==> src/rtl/serial_port_pkg.sv <==
/*
 constants for the serial expansion port error and interrupt block.
 assumes one 20 MHz core clock; control and status travel as plain ports.
*/
// Function
// - master with select low is mode fault
// - fault clears master select bit
// - fault clears system enable bit
// - fault sets fault flag, one fault pulse
// - fault disables all serial output drivers
// - compat: fault flag cleared by status read, control write
// - dma: fault flag cleared by writing one
// - busy data write sets collision, data dropped
// - collision detected as master and slave
// - dma slave: error pulse per mask selection
// - slave: unread byte plus new byte sets overrun
// - overrun overwrites data with new byte
// - compat: fault and done pulses, rx/tx idle
// - dma: fault pulse on fault flag rise
// - dma: done sets rx and tx complete together
// - rx complete pulses rx irq, cleared read/one
// - tx complete pulses tx irq, cleared write/one
// - four separate interrupt outputs per port
// - master data write starts a byte transfer
// - dma: collision flag cleared only by one
// - dma: overrun flag cleared only by one
package serial_port_pkg;
	// status byte layout
	localparam int STAT_DONE_BIT  = 7;
	localparam int STAT_WCOL_BIT  = 6;
	localparam int STAT_OVR_BIT   = 5;
	localparam int STAT_FAULT_BIT = 4;
	localparam int STAT_RXC_BIT   = 3;
	localparam int STAT_TXC_BIT   = 2;
	localparam int STAT_MASK_BIT  = 1;
	localparam int STAT_DMA_BIT   = 0;
	// control byte layout
	localparam int CTRL_EN_BIT    = 6;
	localparam int CTRL_MSTR_BIT  = 4;
	// reset values
	localparam logic [7:0] DATA_RESET = 8'h00;
	localparam logic       CTRL_RESET = 1'b0;
	// serial timing
	localparam int CLK_HZ         = 20_000_000;
	localparam int BIT_RATE_HZ    = 1_000_000;
	localparam int HALF_BIT_CYC   = CLK_HZ / (2 * BIT_RATE_HZ);
	localparam logic [7:0] HALF_BIT_LAST = 8'(HALF_BIT_CYC - 1);
	localparam logic [2:0] LAST_BIT = 3'h7;
	typedef enum logic [0:0] {XFER_IDLE, XFER_RUN} xfer_e;
endpackage : serial_port_pkg

==> src/rtl/serial_port_err_irq.sv <==
/*
 serial expansion port core with error detection and four interrupt pulses.
 assumes pins are asynchronous and pass two flip-flops; only the
 clock-phase-0, idle-low format is shifted, msb first.
*/
`timescale 1ns/1ps
module serial_port_err_irq
(
	input  wire logic       core_clk,
	input  wire logic       sys_rst,
	input  wire logic       ctrlWrite,
	input  wire logic [7:0] ctrlWrData,
	input  wire logic       statusRead,
	input  wire logic       statusWrite,
	input  wire logic [7:0] statusWrData,
	input  wire logic       dataRead,
	input  wire logic       dataWrite,
	input  wire logic [7:0] dataWrData,
	output logic      [7:0] dataRdData,
	output logic      [7:0] statusRdData,
	output logic            masterSelect,
	output logic            systemEnable,
	input  wire logic       slaveSelIn_n,
	input  wire logic       sclkIn,
	output logic            sclkOut,
	output logic            sclkOe,
	input  wire logic       mosiIn,
	output logic            mosiOut,
	output logic            mosiOe,
	input  wire logic       misoIn,
	output logic            misoOut,
	output logic            misoOe,
	output logic            faultIrq,
	output logic            errorIrq,
	output logic            rxIrq,
	output logic            txIrq
);
	logic [3:0] syncA_q;
	logic [3:0] syncB_q;
	logic       ssLow;
	logic       sclkSync;
	logic       mosiSync;
	logic       misoSync;
	logic       sclkPrev_q;
	logic       mstr_q;
	logic       en_q;
	logic       dma_q;
	logic       mask_q;
	logic       done_q;
	logic       wcol_q;
	logic       ovr_q;
	logic       fault_q;
	logic       rxc_q;
	logic       txc_q;
	logic       armDone_q;
	logic       armWcol_q;
	logic       armOvr_q;
	logic       armFault_q;
	typedef serial_port_pkg::xfer_e xfer_e_t;
	logic [5:0] prev_q;
	xfer_e_t    state_q;
	logic [7:0] shift_q;
	logic [7:0] rxData_q;
	logic       rxBit_q;
	logic [2:0] bitCnt_q;
	logic [7:0] baud_q;
	logic       sclkGen_q;
	logic       xferDone;
	logic       faultEv;
	logic       busy;
	logic       wrAccept;
	logic       collide;
	logic       overrun;
	logic       dataAccess;
	logic       w1cWcol;
	logic       w1cOvr;
	logic       w1cFault;
	logic       w1cRxc;
	logic       w1cTxc;
	logic       clrCompat;
	logic       faultClrCompat;
	logic       tick;
	logic       sclkRise;
	logic       sclkFall;
	logic       rxPending;

	// two-stage pin synchronisers
	always_ff @(posedge core_clk or posedge sys_rst)
	begin
		if (sys_rst)
		begin
			syncA_q <= 4'h8;
			syncB_q <= 4'h8;
		end
		else
		begin
			syncA_q <= {slaveSelIn_n, sclkIn, mosiIn, misoIn};
			syncB_q <= syncA_q;
		end
	end

	assign ssLow    = ~syncB_q[3];
	assign sclkSync = syncB_q[2];
	assign mosiSync = syncB_q[1];
	assign misoSync = syncB_q[0];

	assign faultEv  = mstr_q & en_q & ssLow;
	assign busy     = (state_q == serial_port_pkg::XFER_RUN);
	assign wrAccept = dataWrite & en_q & ~busy;
	assign collide  = dataWrite & en_q & busy;
	assign dataAccess = (dataRead | dataWrite) & en_q;
	assign clrCompat  = ~dma_q & dataAccess;
	assign faultClrCompat = ~dma_q & armFault_q & ctrlWrite;
	assign w1cWcol  = dma_q & statusWrite & statusWrData[serial_port_pkg::STAT_WCOL_BIT];
	assign w1cOvr   = dma_q & statusWrite & statusWrData[serial_port_pkg::STAT_OVR_BIT];
	assign w1cFault = dma_q & statusWrite & statusWrData[serial_port_pkg::STAT_FAULT_BIT];
	assign w1cRxc   = dma_q & statusWrite & statusWrData[serial_port_pkg::STAT_RXC_BIT];
	assign w1cTxc   = dma_q & statusWrite & statusWrData[serial_port_pkg::STAT_TXC_BIT];
	assign rxPending = dma_q ? rxc_q : done_q;
	assign overrun  = xferDone & ~mstr_q & rxPending;
	assign tick     = (baud_q == serial_port_pkg::HALF_BIT_LAST);
	assign sclkRise = sclkSync & ~sclkPrev_q;
	assign sclkFall = ~sclkSync & sclkPrev_q;

	// control bits, forced off by a mode fault
	always_ff @(posedge core_clk or posedge sys_rst)
	begin
		if (sys_rst)
		begin
			mstr_q <= serial_port_pkg::CTRL_RESET;
			en_q   <= serial_port_pkg::CTRL_RESET;
		end
		else if (faultEv)
		begin
			mstr_q <= 1'b0;
			en_q   <= 1'b0;
		end
		else if (ctrlWrite)
		begin
			mstr_q <= ctrlWrData[serial_port_pkg::CTRL_MSTR_BIT];
			en_q   <= ctrlWrData[serial_port_pkg::CTRL_EN_BIT];
		end
	end

	// mode select and mask
	always_ff @(posedge core_clk or posedge sys_rst)
	begin
		if (sys_rst)
		begin
			dma_q  <= 1'b0;
			mask_q <= 1'b0;
		end
		else if (statusWrite)
		begin
			dma_q  <= statusWrData[serial_port_pkg::STAT_DMA_BIT];
			mask_q <= statusWrData[serial_port_pkg::STAT_MASK_BIT] & dma_q;
		end
	end

	// status read arms the compatibility clears
	always_ff @(posedge core_clk or posedge sys_rst)
	begin
		if (sys_rst)
		begin
			armDone_q  <= 1'b0;
			armWcol_q  <= 1'b0;
			armOvr_q   <= 1'b0;
			armFault_q <= 1'b0;
		end
		else
		begin
			if (statusRead)
			begin
				armDone_q  <= done_q;
				armWcol_q  <= wcol_q;
				armOvr_q   <= ovr_q;
				armFault_q <= fault_q;
			end
			else
			begin
				if (clrCompat)
				begin
					armDone_q <= 1'b0;
					armWcol_q <= 1'b0;
					armOvr_q  <= 1'b0;
				end
				if (ctrlWrite)
					armFault_q <= 1'b0;
			end
		end
	end

	// error flags; a new event wins over a clear
	always_ff @(posedge core_clk or posedge sys_rst)
	begin
		if (sys_rst)
		begin
			wcol_q  <= 1'b0;
			ovr_q   <= 1'b0;
			fault_q <= 1'b0;
		end
		else
		begin
			wcol_q  <= collide | (wcol_q & ~w1cWcol & ~(clrCompat & armWcol_q));
			ovr_q   <= overrun | (ovr_q & ~w1cOvr & ~(clrCompat & armOvr_q)
				& ~(~dma_q & mstr_q));
			fault_q <= faultEv | (fault_q & ~w1cFault & ~faultClrCompat);
		end
	end

	// completion flags
	always_ff @(posedge core_clk or posedge sys_rst)
	begin
		if (sys_rst)
		begin
			done_q <= 1'b0;
			rxc_q  <= 1'b0;
			txc_q  <= 1'b0;
		end
		else
		begin
			done_q <= (xferDone & ~dma_q) | (done_q & ~dma_q & ~(clrCompat & armDone_q));
			rxc_q  <= (xferDone & dma_q)
				| (rxc_q & dma_q & ~w1cRxc & ~(dataRead & en_q));
			txc_q  <= (xferDone & dma_q)
				| (txc_q & dma_q & ~w1cTxc & ~(dataWrite & en_q));
		end
	end

	// link clock edge finder
	always_ff @(posedge core_clk or posedge sys_rst)
	begin
		if (sys_rst)
			sclkPrev_q <= 1'b0;
		else
			sclkPrev_q <= sclkSync;
	end

	// half-bit divider for master clock
	always_ff @(posedge core_clk or posedge sys_rst)
	begin
		if (sys_rst)
			baud_q <= 8'h00;
		else if (!busy || tick)
			baud_q <= 8'h00;
		else
			baud_q <= baud_q + 8'h01;
	end

	// byte shifter, master and slave
	always_ff @(posedge core_clk or posedge sys_rst)
	begin
		if (sys_rst)
		begin
			state_q   <= serial_port_pkg::XFER_IDLE;
			shift_q   <= serial_port_pkg::DATA_RESET;
			rxBit_q   <= 1'b0;
			bitCnt_q  <= 3'h0;
			sclkGen_q <= 1'b0;
			xferDone  <= 1'b0;
		end
		else
		begin
			xferDone <= 1'b0;
			case (state_q)
				serial_port_pkg::XFER_IDLE:
				begin
					sclkGen_q <= 1'b0;
					bitCnt_q  <= 3'h0;
					if (wrAccept)
					begin
						shift_q <= dataWrData;
						if (mstr_q)
							state_q <= serial_port_pkg::XFER_RUN;
					end
					else if (en_q && !mstr_q && ssLow && sclkRise)
					begin
						rxBit_q <= mosiSync;
						state_q <= serial_port_pkg::XFER_RUN;
					end
				end
				serial_port_pkg::XFER_RUN:
				begin
					if (faultEv || !en_q)
						state_q <= serial_port_pkg::XFER_IDLE;
					else if (mstr_q)
					begin
						if (tick)
						begin
							sclkGen_q <= ~sclkGen_q;
							if (!sclkGen_q)
								rxBit_q <= misoSync;
							else
							begin
								shift_q  <= {shift_q[6:0], rxBit_q};
								bitCnt_q <= bitCnt_q + 3'h1;
								if (bitCnt_q == serial_port_pkg::LAST_BIT)
								begin
									xferDone <= 1'b1;
									state_q  <= serial_port_pkg::XFER_IDLE;
								end
							end
						end
					end
					else if (!ssLow)
						state_q <= serial_port_pkg::XFER_IDLE;
					else if (sclkRise)
						rxBit_q <= mosiSync;
					else if (sclkFall)
					begin
						shift_q  <= {shift_q[6:0], rxBit_q};
						bitCnt_q <= bitCnt_q + 3'h1;
						if (bitCnt_q == serial_port_pkg::LAST_BIT)
						begin
							xferDone <= 1'b1;
							state_q  <= serial_port_pkg::XFER_IDLE;
						end
					end
				end
				default:
					state_q <= serial_port_pkg::XFER_IDLE;
			endcase
		end
	end

	// received byte, always replaced on completion
	always_ff @(posedge core_clk or posedge sys_rst)
	begin
		if (sys_rst)
			rxData_q <= serial_port_pkg::DATA_RESET;
		else if (xferDone)
			rxData_q <= shift_q;
	end

	// pin drivers, dropped at once on a fault
	always_ff @(posedge core_clk or posedge sys_rst)
	begin
		if (sys_rst)
		begin
			sclkOe  <= 1'b0;
			mosiOe  <= 1'b0;
			misoOe  <= 1'b0;
			sclkOut <= 1'b0;
			mosiOut <= 1'b0;
			misoOut <= 1'b0;
		end
		else
		begin
			sclkOe  <= en_q & mstr_q & ~faultEv;
			mosiOe  <= en_q & mstr_q & ~faultEv;
			misoOe  <= en_q & ~mstr_q & ssLow & ~faultEv;
			sclkOut <= sclkGen_q;
			mosiOut <= shift_q[7];
			misoOut <= shift_q[7];
		end
	end

	// register views
	always_ff @(posedge core_clk or posedge sys_rst)
	begin
		if (sys_rst)
		begin
			dataRdData   <= 8'h00;
			statusRdData <= 8'h00;
			masterSelect <= 1'b0;
			systemEnable <= 1'b0;
		end
		else
		begin
			dataRdData   <= en_q ? rxData_q : 8'h00;
			statusRdData <= {done_q & ~dma_q, wcol_q, ovr_q, fault_q,
				rxc_q, txc_q, mask_q, dma_q};
			masterSelect <= mstr_q & ~faultEv;
			systemEnable <= en_q & ~faultEv;
		end
	end

	// flag history for edge pulses
	always_ff @(posedge core_clk or posedge sys_rst)
	begin
		if (sys_rst)
			prev_q <= 6'h00;
		else
			prev_q <= {fault_q, done_q, wcol_q, ovr_q, rxc_q, txc_q};
	end

	// four interrupt pulses
	always_ff @(posedge core_clk or posedge sys_rst)
	begin
		if (sys_rst)
		begin
			faultIrq <= 1'b0;
			errorIrq <= 1'b0;
			rxIrq    <= 1'b0;
			txIrq    <= 1'b0;
		end
		else
		begin
			faultIrq <= fault_q & ~prev_q[5];
			errorIrq <= dma_q
				? (~mstr_q & (mask_q ? (ovr_q & ~prev_q[2])
					: (wcol_q & ~prev_q[3])))
				: (done_q & ~prev_q[4]);
			rxIrq    <= dma_q & rxc_q & ~prev_q[1];
			txIrq    <= dma_q & txc_q & ~prev_q[0];
		end
	end
endmodule : serial_port_err_irq

==> config.mk <==
export PLATFORM = sky130hd
export DESIGN_NAME = serial_port_err_irq
export DESIGN_NICKNAME = d
export VERILOG_FILES = /design/src/rtl/serial_port_pkg.sv /design/src/rtl/serial_port_err_irq.sv
export SDC_FILE = /design/constraint.sdc
export NUM_CORES = 1
export LEC_CHECK = 0
export BUFFER_PORTS_ARGS = -buffer_cell sky130_fd_sc_hd__buf_2
export CAP_MARGIN = 25
export CELL_PAD_IN_SITES_DETAIL_PLACEMENT = 1
export CELL_PAD_IN_SITES_GLOBAL_PLACEMENT = 2
export CORE_MARGIN = 3
export CORE_UTILIZATION = 39
export CTS_CLUSTER_DIAMETER = 80
export DETAILED_ROUTE_END_ITERATION = 10
export PLACE_DENSITY = 0.89
export SYNTH_ARGS = -nofsm -noshare
export SYNTH_HDL_FRONTEND = slang
export SYNTH_SLANG_ARGS = --single-unit
==> constraint.sdc <==
create_clock -name core_clk -period 4.7 [get_ports core_clk]
set_input_delay 0.47 -clock core_clk [delete_from_list [all_inputs] [get_ports core_clk]]
set_output_delay 0.47 -clock core_clk [all_outputs]
set_load 0.01 [all_outputs]
==> results of run 1 <==
[metal layers]
layer	vias to the layer above	track usage, %	wire length [um]
met4	0	6.93	146
met2	43	24.1	3380
met5	-	0	0
met3	12	3.04	269
li1	1072	-	-
met1	1161	20.6	3180
[power by group through the flow]
stage	combinational, W	clock [W]	sequential, W
floorplan	0.000249	0	0.000862
global placement	0.000274	0	0.000915
detailed placement	0.000284	0	0.000919
CTS	0.000291	0.000629	0.000907
global route	0.000322	0.000660	0.000928
finish	0.000286	0.000605	0.000905
[registers in the layout, indices dropped and copies added, names as in the netlist, 3 cells and up]
register / cells
dataRdData: 8
statusRdData: 4
rxData_q: 8
syncA_q: 4
shift_q: 8
prev_q: 5
bitCnt_q: 3
baud_q: 8
syncB_q: 4
[final cells by class]
cell class	count	area, um^2	share of cell area, %
multi-input combinational	172	1160	29.6
timing repair buffer	58	320	8.16
sequential	81	2030	51.7
clock buffer	9	124	3.15
tap	105	131	3.35
inverter	10	38.8	0.988
clock inverter	7	119	3.03
[Yosys cell counts, drive strengths merged, types with 5 or more instances]
cell type	count
a21oi	7
and2	10
and3	9
buf	10
clkbuf	8
dfrtp	79
inv	10
mux2	10
nand2	26
nand3	11
nor2	18
nor2b	5
o21ai	15
or3	7
xor2	5
[worst max-delay path, stage by stage, from the launching register on]
cell and delay, ns:
dfrtp_1 0.80, nor3b_2 0.37, nand2_1 0.12, a222oi_1 0.38, mux2_2 0.38
[worst min-delay path by stage]
stage / startpoint / end / slack (ns)
after floorplan: syncA_q[0] / syncB_q[0] / 0.33
after global placement: syncA_q[1] / syncB_q[1] / 0.33
after detailed placement: syncA_q[2] / syncB_q[2] / 0.34
after CTS: slaveSelIn_n / syncA_q[3] / 0.19
after global routing: slaveSelIn_n / syncA_q[3] / 0.19
final: slaveSelIn_n / syncA_q[3] / 0.21
[metrics by stage]
stage / hold WS (ns) / utilization, % / instances / setup WS [ns]
3_5_place_dp: 0.336 / 44.2 / 424 / 2.55
3_3_place_gp: 0.333 / 44.2 / 424 / 2.65
4_1_cts: 0.188 / 47.1 / 440 / 2.50
6_report: 0.213 / 47.5 / 442 / 2.53
2_1_floorplan: 0.331 / - / 281 / 2.15
5_1_grt: 0.194 / 47.5 / 442 / 2.33
[placed cells by master, fill, tap and decap left out, types with 2 or more instances in the layout]
cell type,Yosys,routed
mux2i_1,4,4
and3_1,9,9
nand2b_1,2,2
or3_1,6,6
a21oi_1,7,7
dfstp_2,2,2
dfrtp_1,79,79
buf_2,1,55
nor2b_1,5,5
clkinvlp_4,0,2
clkinv_2,0,2
nand3_1,11,11
clkbuf_8,0,9
nor3b_1,2,2
xnor2_1,3,3
o211a_1,4,4
and2_1,10,10
mux2_2,10,10
o221a_1,4,4
nor2_1,18,18
o21ai_0,14,14
inv_1,10,9
xor2_1,5,5
ha_1,4,4
a211o_1,4,4
nor3b_2,2,2
a31o_2,2,2
bufinv_16,0,3
a31oi_1,3,3
nand2_1,26,26
[repair_timing]
| item | CTS | global route |
|---|---|---|
| hold buffers | 0 | 1 |
| gates resized for setup | 0 | 0 |
| hold endpoints to repair | 0 | 3 |
| endpoints found under the setup margin | 0 | 0 |
[cell families (layout without fill, tap and decap cells)]
kind of cell / Yosys count / after routing / synth area share, %
flip-flops: 81 / 81 / 60.9
buffers and inverters: 28 / 84 / 4.20
adder cells (fa/ha/maj): 4 / 4 / 1.50
XOR/XNOR: 8 / 8 / 2.10
AND/OR/NAND/NOR: 98 / 98 / 16.1
AO/OA/AOI/OAI: 48 / 48 / 10.6
multiplexers: 14 / 14 / 4.58
==> run metrics, run 1 <==
number of global-route vias before repair 2,375; count of unique library cells instantiated by Yosys 47; total power 0.00180 W; areal power density over the cells 458 mW/mm^2; max-slew violation count 0; ant diodes 0; fraction of power spent switching nets 28.0%; area growth from synthesis to final layout 17.8%; data required time at the worst endpoint 4.94 ns; first-pass GRT wire length 11,800 um; number of cell rows 33; routability congestion estimate from global placement 0.784; class of the worst hold path in -> reg; sequential cell fraction of total power 50.4%; final setup violating endpoints 0; end of the worst register-to-register path rxBit_q; detailed-route via count 2,288; final setup TNS 0 ns; placeable core area 0.00826 mm^2; CP Class reg -> reg; drt via density 5.18; fraction of synthesis flops using an asynchronous set or reset pin 100%; Post-Syn Instances 281; most used flip-flop cell after synthesis dfrtp_1; worst-case register-to-register setup slack 2.53 ns; Worst Path Max Fanout 26; CP Capture Point rxBit_q; max-cap violation count 0; Filler Cells Inserted 911; TritonCTS clock tree yes; RSZ-0062 raised after global routing false; Initial Utilization 40.4%; crit path DAT 2.41 ns; Worst Reg-to-Reg Cells 4; sequential fraction of the synthesis area 60.9%; EDFF count, synth 0; fin area 0.00393 mm^2; logic gate share of total power 15.9%; cells taking the most area after synthesis dfrtp_1, mux2_2, nand2_1, o21ai_0, nor2_1; number of synthesized register bits 81; antenna violations before repair 0; reg2reg start en_q; Num CTS Buffers 9; clock net sink count 81; count of routing violations after the opening detailed-route iteration 46; DRC violation count after routing 0; worst slew margin relative to its limit 49.9%; Buffers on Ports 55; full die area 0.00969 mm^2; result of the run finished, final reports clean; number of ports placed on the die boundary 63; internal power component 0.00129 W; Synth Net Count 320; maximum level of the CTS H-tree 3; clock share of power 33.7%; Cell Area, Placed 0.00365 mm^2; Worst Tran Pin Value 0.751 ns; vertical die dimension 98.5 um; Antenna Violating Nets Remaining 0; buffer cell driving the clock tree root clkbuf_8; warning count from the yosys run 0; Worst-Skew Late Latency 0.35 ns; final hold viol count 0; die width 98.5 um; detailed-route wire length 6980 um; sum of overflow across all layers after global routing 0; Mapped Area 0.00333 mm^2; Crit. Startpoint en_q; top cell type's share of synthesized area 59.3%; CTS clock-pin slew for the worst setup and hold paths 0.08 ns; fraction of the cycle the final worst path needs 46.2%; maximum number of pins on one net before global-route repair 57; type of element capturing the critical path flip-flop; startpoint class of the critical path flip-flop; layout cell share with drive strength beyond 1 28.2%; top cell type by total area after synthesis dfrtp_1; Worst Clk Skew 0.00717 ns; routed wirelength normalized by instance count 15.8 um; Setup Buffers After CTS 0; Bufs on Longest Clock Path 2; max frequency 0.460 GHz; first-pass detailed-route iteration total 4; VDD IR max 0.000207 V; overall fraction of global-route tracks in use 15.3%; NetSw 0.000504 W; total leakage power 1.93 nW; final period demand of the worst path 2.17 ns; final HPWL from detailed placement 4750 um; net count of the finished layout 371; hold path depth 1; syn avg cell area 11.9 um^2
(Power assumes the default switching activity.)
==> run 2: changes to the inputs <==
Settings changed: CORE_UTILIZATION 39 to 36, PLACE_DENSITY 0.89 to 0.84.
Clock period 4.7 ns to 2.01 ns, I/O delays scaled along.
==> run metrics, run 2 (synthesis gave the netlist of run 1 again) <==
final hold viol count 0; reg2reg start baud_q[1]; overall fraction of global-route tracks in use 14.9%; CP Capture Point rxBit_q; number of ports placed on the die boundary 63; TritonCTS clock tree yes; ant diodes 0; Initial Utilization 37.7%; Filler Cells Inserted 968; fraction of the cycle the final worst path needs 95.1%; Worst Clk Skew 0.00978 ns; data required time at the worst endpoint 2.25 ns; vertical die dimension 102 um; type of element capturing the critical path flip-flop; met2 routing resource usage after global routing 24.3%; worst-case register-to-register setup slack 0.1 ns; buffer cell driving the clock tree root clkbuf_8; areal power density over the cells 1050 mW/mm^2; first-pass GRT wire length 12,100 um; max-slew violation count 0; net count of the finished layout 383; met1 routing resource usage after global routing 19.1%; Num CTS Buffers 9; detailed-route wire length 7200 um; Critical path buffers and inverters 1; VDD IR max 0.000452 V; crit path DAT 2.15 ns; worst hold margin 0.0544 ns; number of global-route vias before repair 2,485; full die area 0.0105 mm^2; met3 demand-to-capacity share in global routing 3.62%; startpoint class of the critical path flip-flop; final setup TNS 0 ns; maximum level of the CTS H-tree 3; layout cell share with drive strength beyond 1 29.8%; die width 102 um; slowest cell on the critical path dfrtp_1; end of the worst register-to-register path rxBit_q; final period demand of the worst path 1.91 ns; number of cell rows 34; total leakage power 1.98 nW; Cell Chain, Critical Path inv_1 > ha_1 > nor4b_4 > nand2_2 > a222oi_1 > mux2_2; routed wirelength normalized by instance count 15.8 um; RSZ-0062 raised after global routing true; most common library cell in the layout ignoring fill and taps dfrtp_1; placeable core area 0.00885 mm^2; result of the run finished, final reports clean; commonest cells after routing, fill and taps aside dfrtp_1, buf_2, nand2_1, nor2_1, o21ai_0; max frequency 0.523 GHz; routability congestion estimate from global placement 0.805; number of placed instances with taps included 435; final setup violating endpoints 0; Worst Tran Pin Value 0.509 ns; drt via density 5.15; Final Instance Count excl. Fillers 457; max-cap violation count 0; detailed-route via count 2,353; Crit. Startpoint baud_q[1]; clock net sink count 81; Antenna Violating Nets Remaining 0; Buffers on Ports 55; worst slew margin relative to its limit 66.1%; antenna violations before repair 0; Worst-Skew Late Latency 0.36 ns; area growth from synthesis to final layout 20.7%; sum of overflow across all layers after global routing 0; DRC violation count after routing 0; class of the worst hold path in -> reg; final HPWL from detailed placement 5070 um; total number of cells along the worst setup path 6; CTS clock-pin slew for the worst setup and hold paths 0.08 ns; CP Class reg -> reg; count of routing violations after the opening detailed-route iteration 82; slowest cell delay on critical path 0.41 ns; Bufs on Longest Clock Path 2; Most Crowded Layer GR met2; gate family responsible for the most delay along the worst path simple AND/OR/NAND/NOR gates; Worst Reg-to-Reg Cells 6; first-pass detailed-route iteration total 5; maximum number of pins on one net before global-route repair 82; Worst Path Max Fanout 4
[run 2: worst min-delay path by stage]
| stage | start | endpoint | depth (start not counted) |
|---|---|---|---|
| CTS | statusWrData[0] | dma_q | 3 |
| floorplan | slaveSelIn_n | syncA_q[3] | 0 |
| detailed placement | slaveSelIn_n | syncA_q[3] | 1 |
| global placement | slaveSelIn_n | syncA_q[3] | 1 |
| finish | statusWrData[0] | dma_q | 3 |
| global route | statusWrData[0] | dma_q | 3 |
[run 2: timing repair]
item / CTS / global route
endpoints found under the hold margin: 83 / 0
gates resized for setup: 0 / 3
hold buffers: 5 / 0
endpoints found under the setup margin: 0 / 9
buffers inserted: 0 / 1
[run 2: power by group]
group	switching, W	internal, W
Sequential	0.000203	0.00185
Combinational	0.000408	0.000403
Clock	0.000556	0.000803
[run 2: metal layers]
metal | share of wire [%] | vias to the layer above
met2 | 49 | 51
met1 | 45 | 1198
met3 | 4.8 | 11
met4 | 1.9 | 0
li1 | - | 1093
met5 | 0 | -
[run 2: stage by stage]
stage | area [um^2] | setup slack (ns) | util [%] | power [W]
floorplan | 3340 | 0.224 | - | 0.00260
global placement | 3720 | 0.134 | 42.1 | 0.00284
detailed placement | 3720 | 0.0459 | 42.1 | 0.00288
CTS | 4010 | 0.0298 | 45.3 | 0.00428
global route | 4020 | -0.00879 | 45.5 | 0.00448
finish | 4020 | 0.0987 | 45.5 | 0.00422
[run 2: area by class of cell]
cell class                 count  area [um^2]  area share, %
clock inverter                 2         60.1           1.49
tap                          108          135           3.36
sequential                    81         2030           50.5
inverter                      10         41.3           1.03
multi-input combinational    172         1170           29.1
clock buffer                  14          173           4.29
timing repair buffer          70          413           10.3
[run 2: worst min-delay path, stage by stage]
cell and delay [ns]:
buf_2 0.08, nand2_1 0.04, o21ai_0 0.06
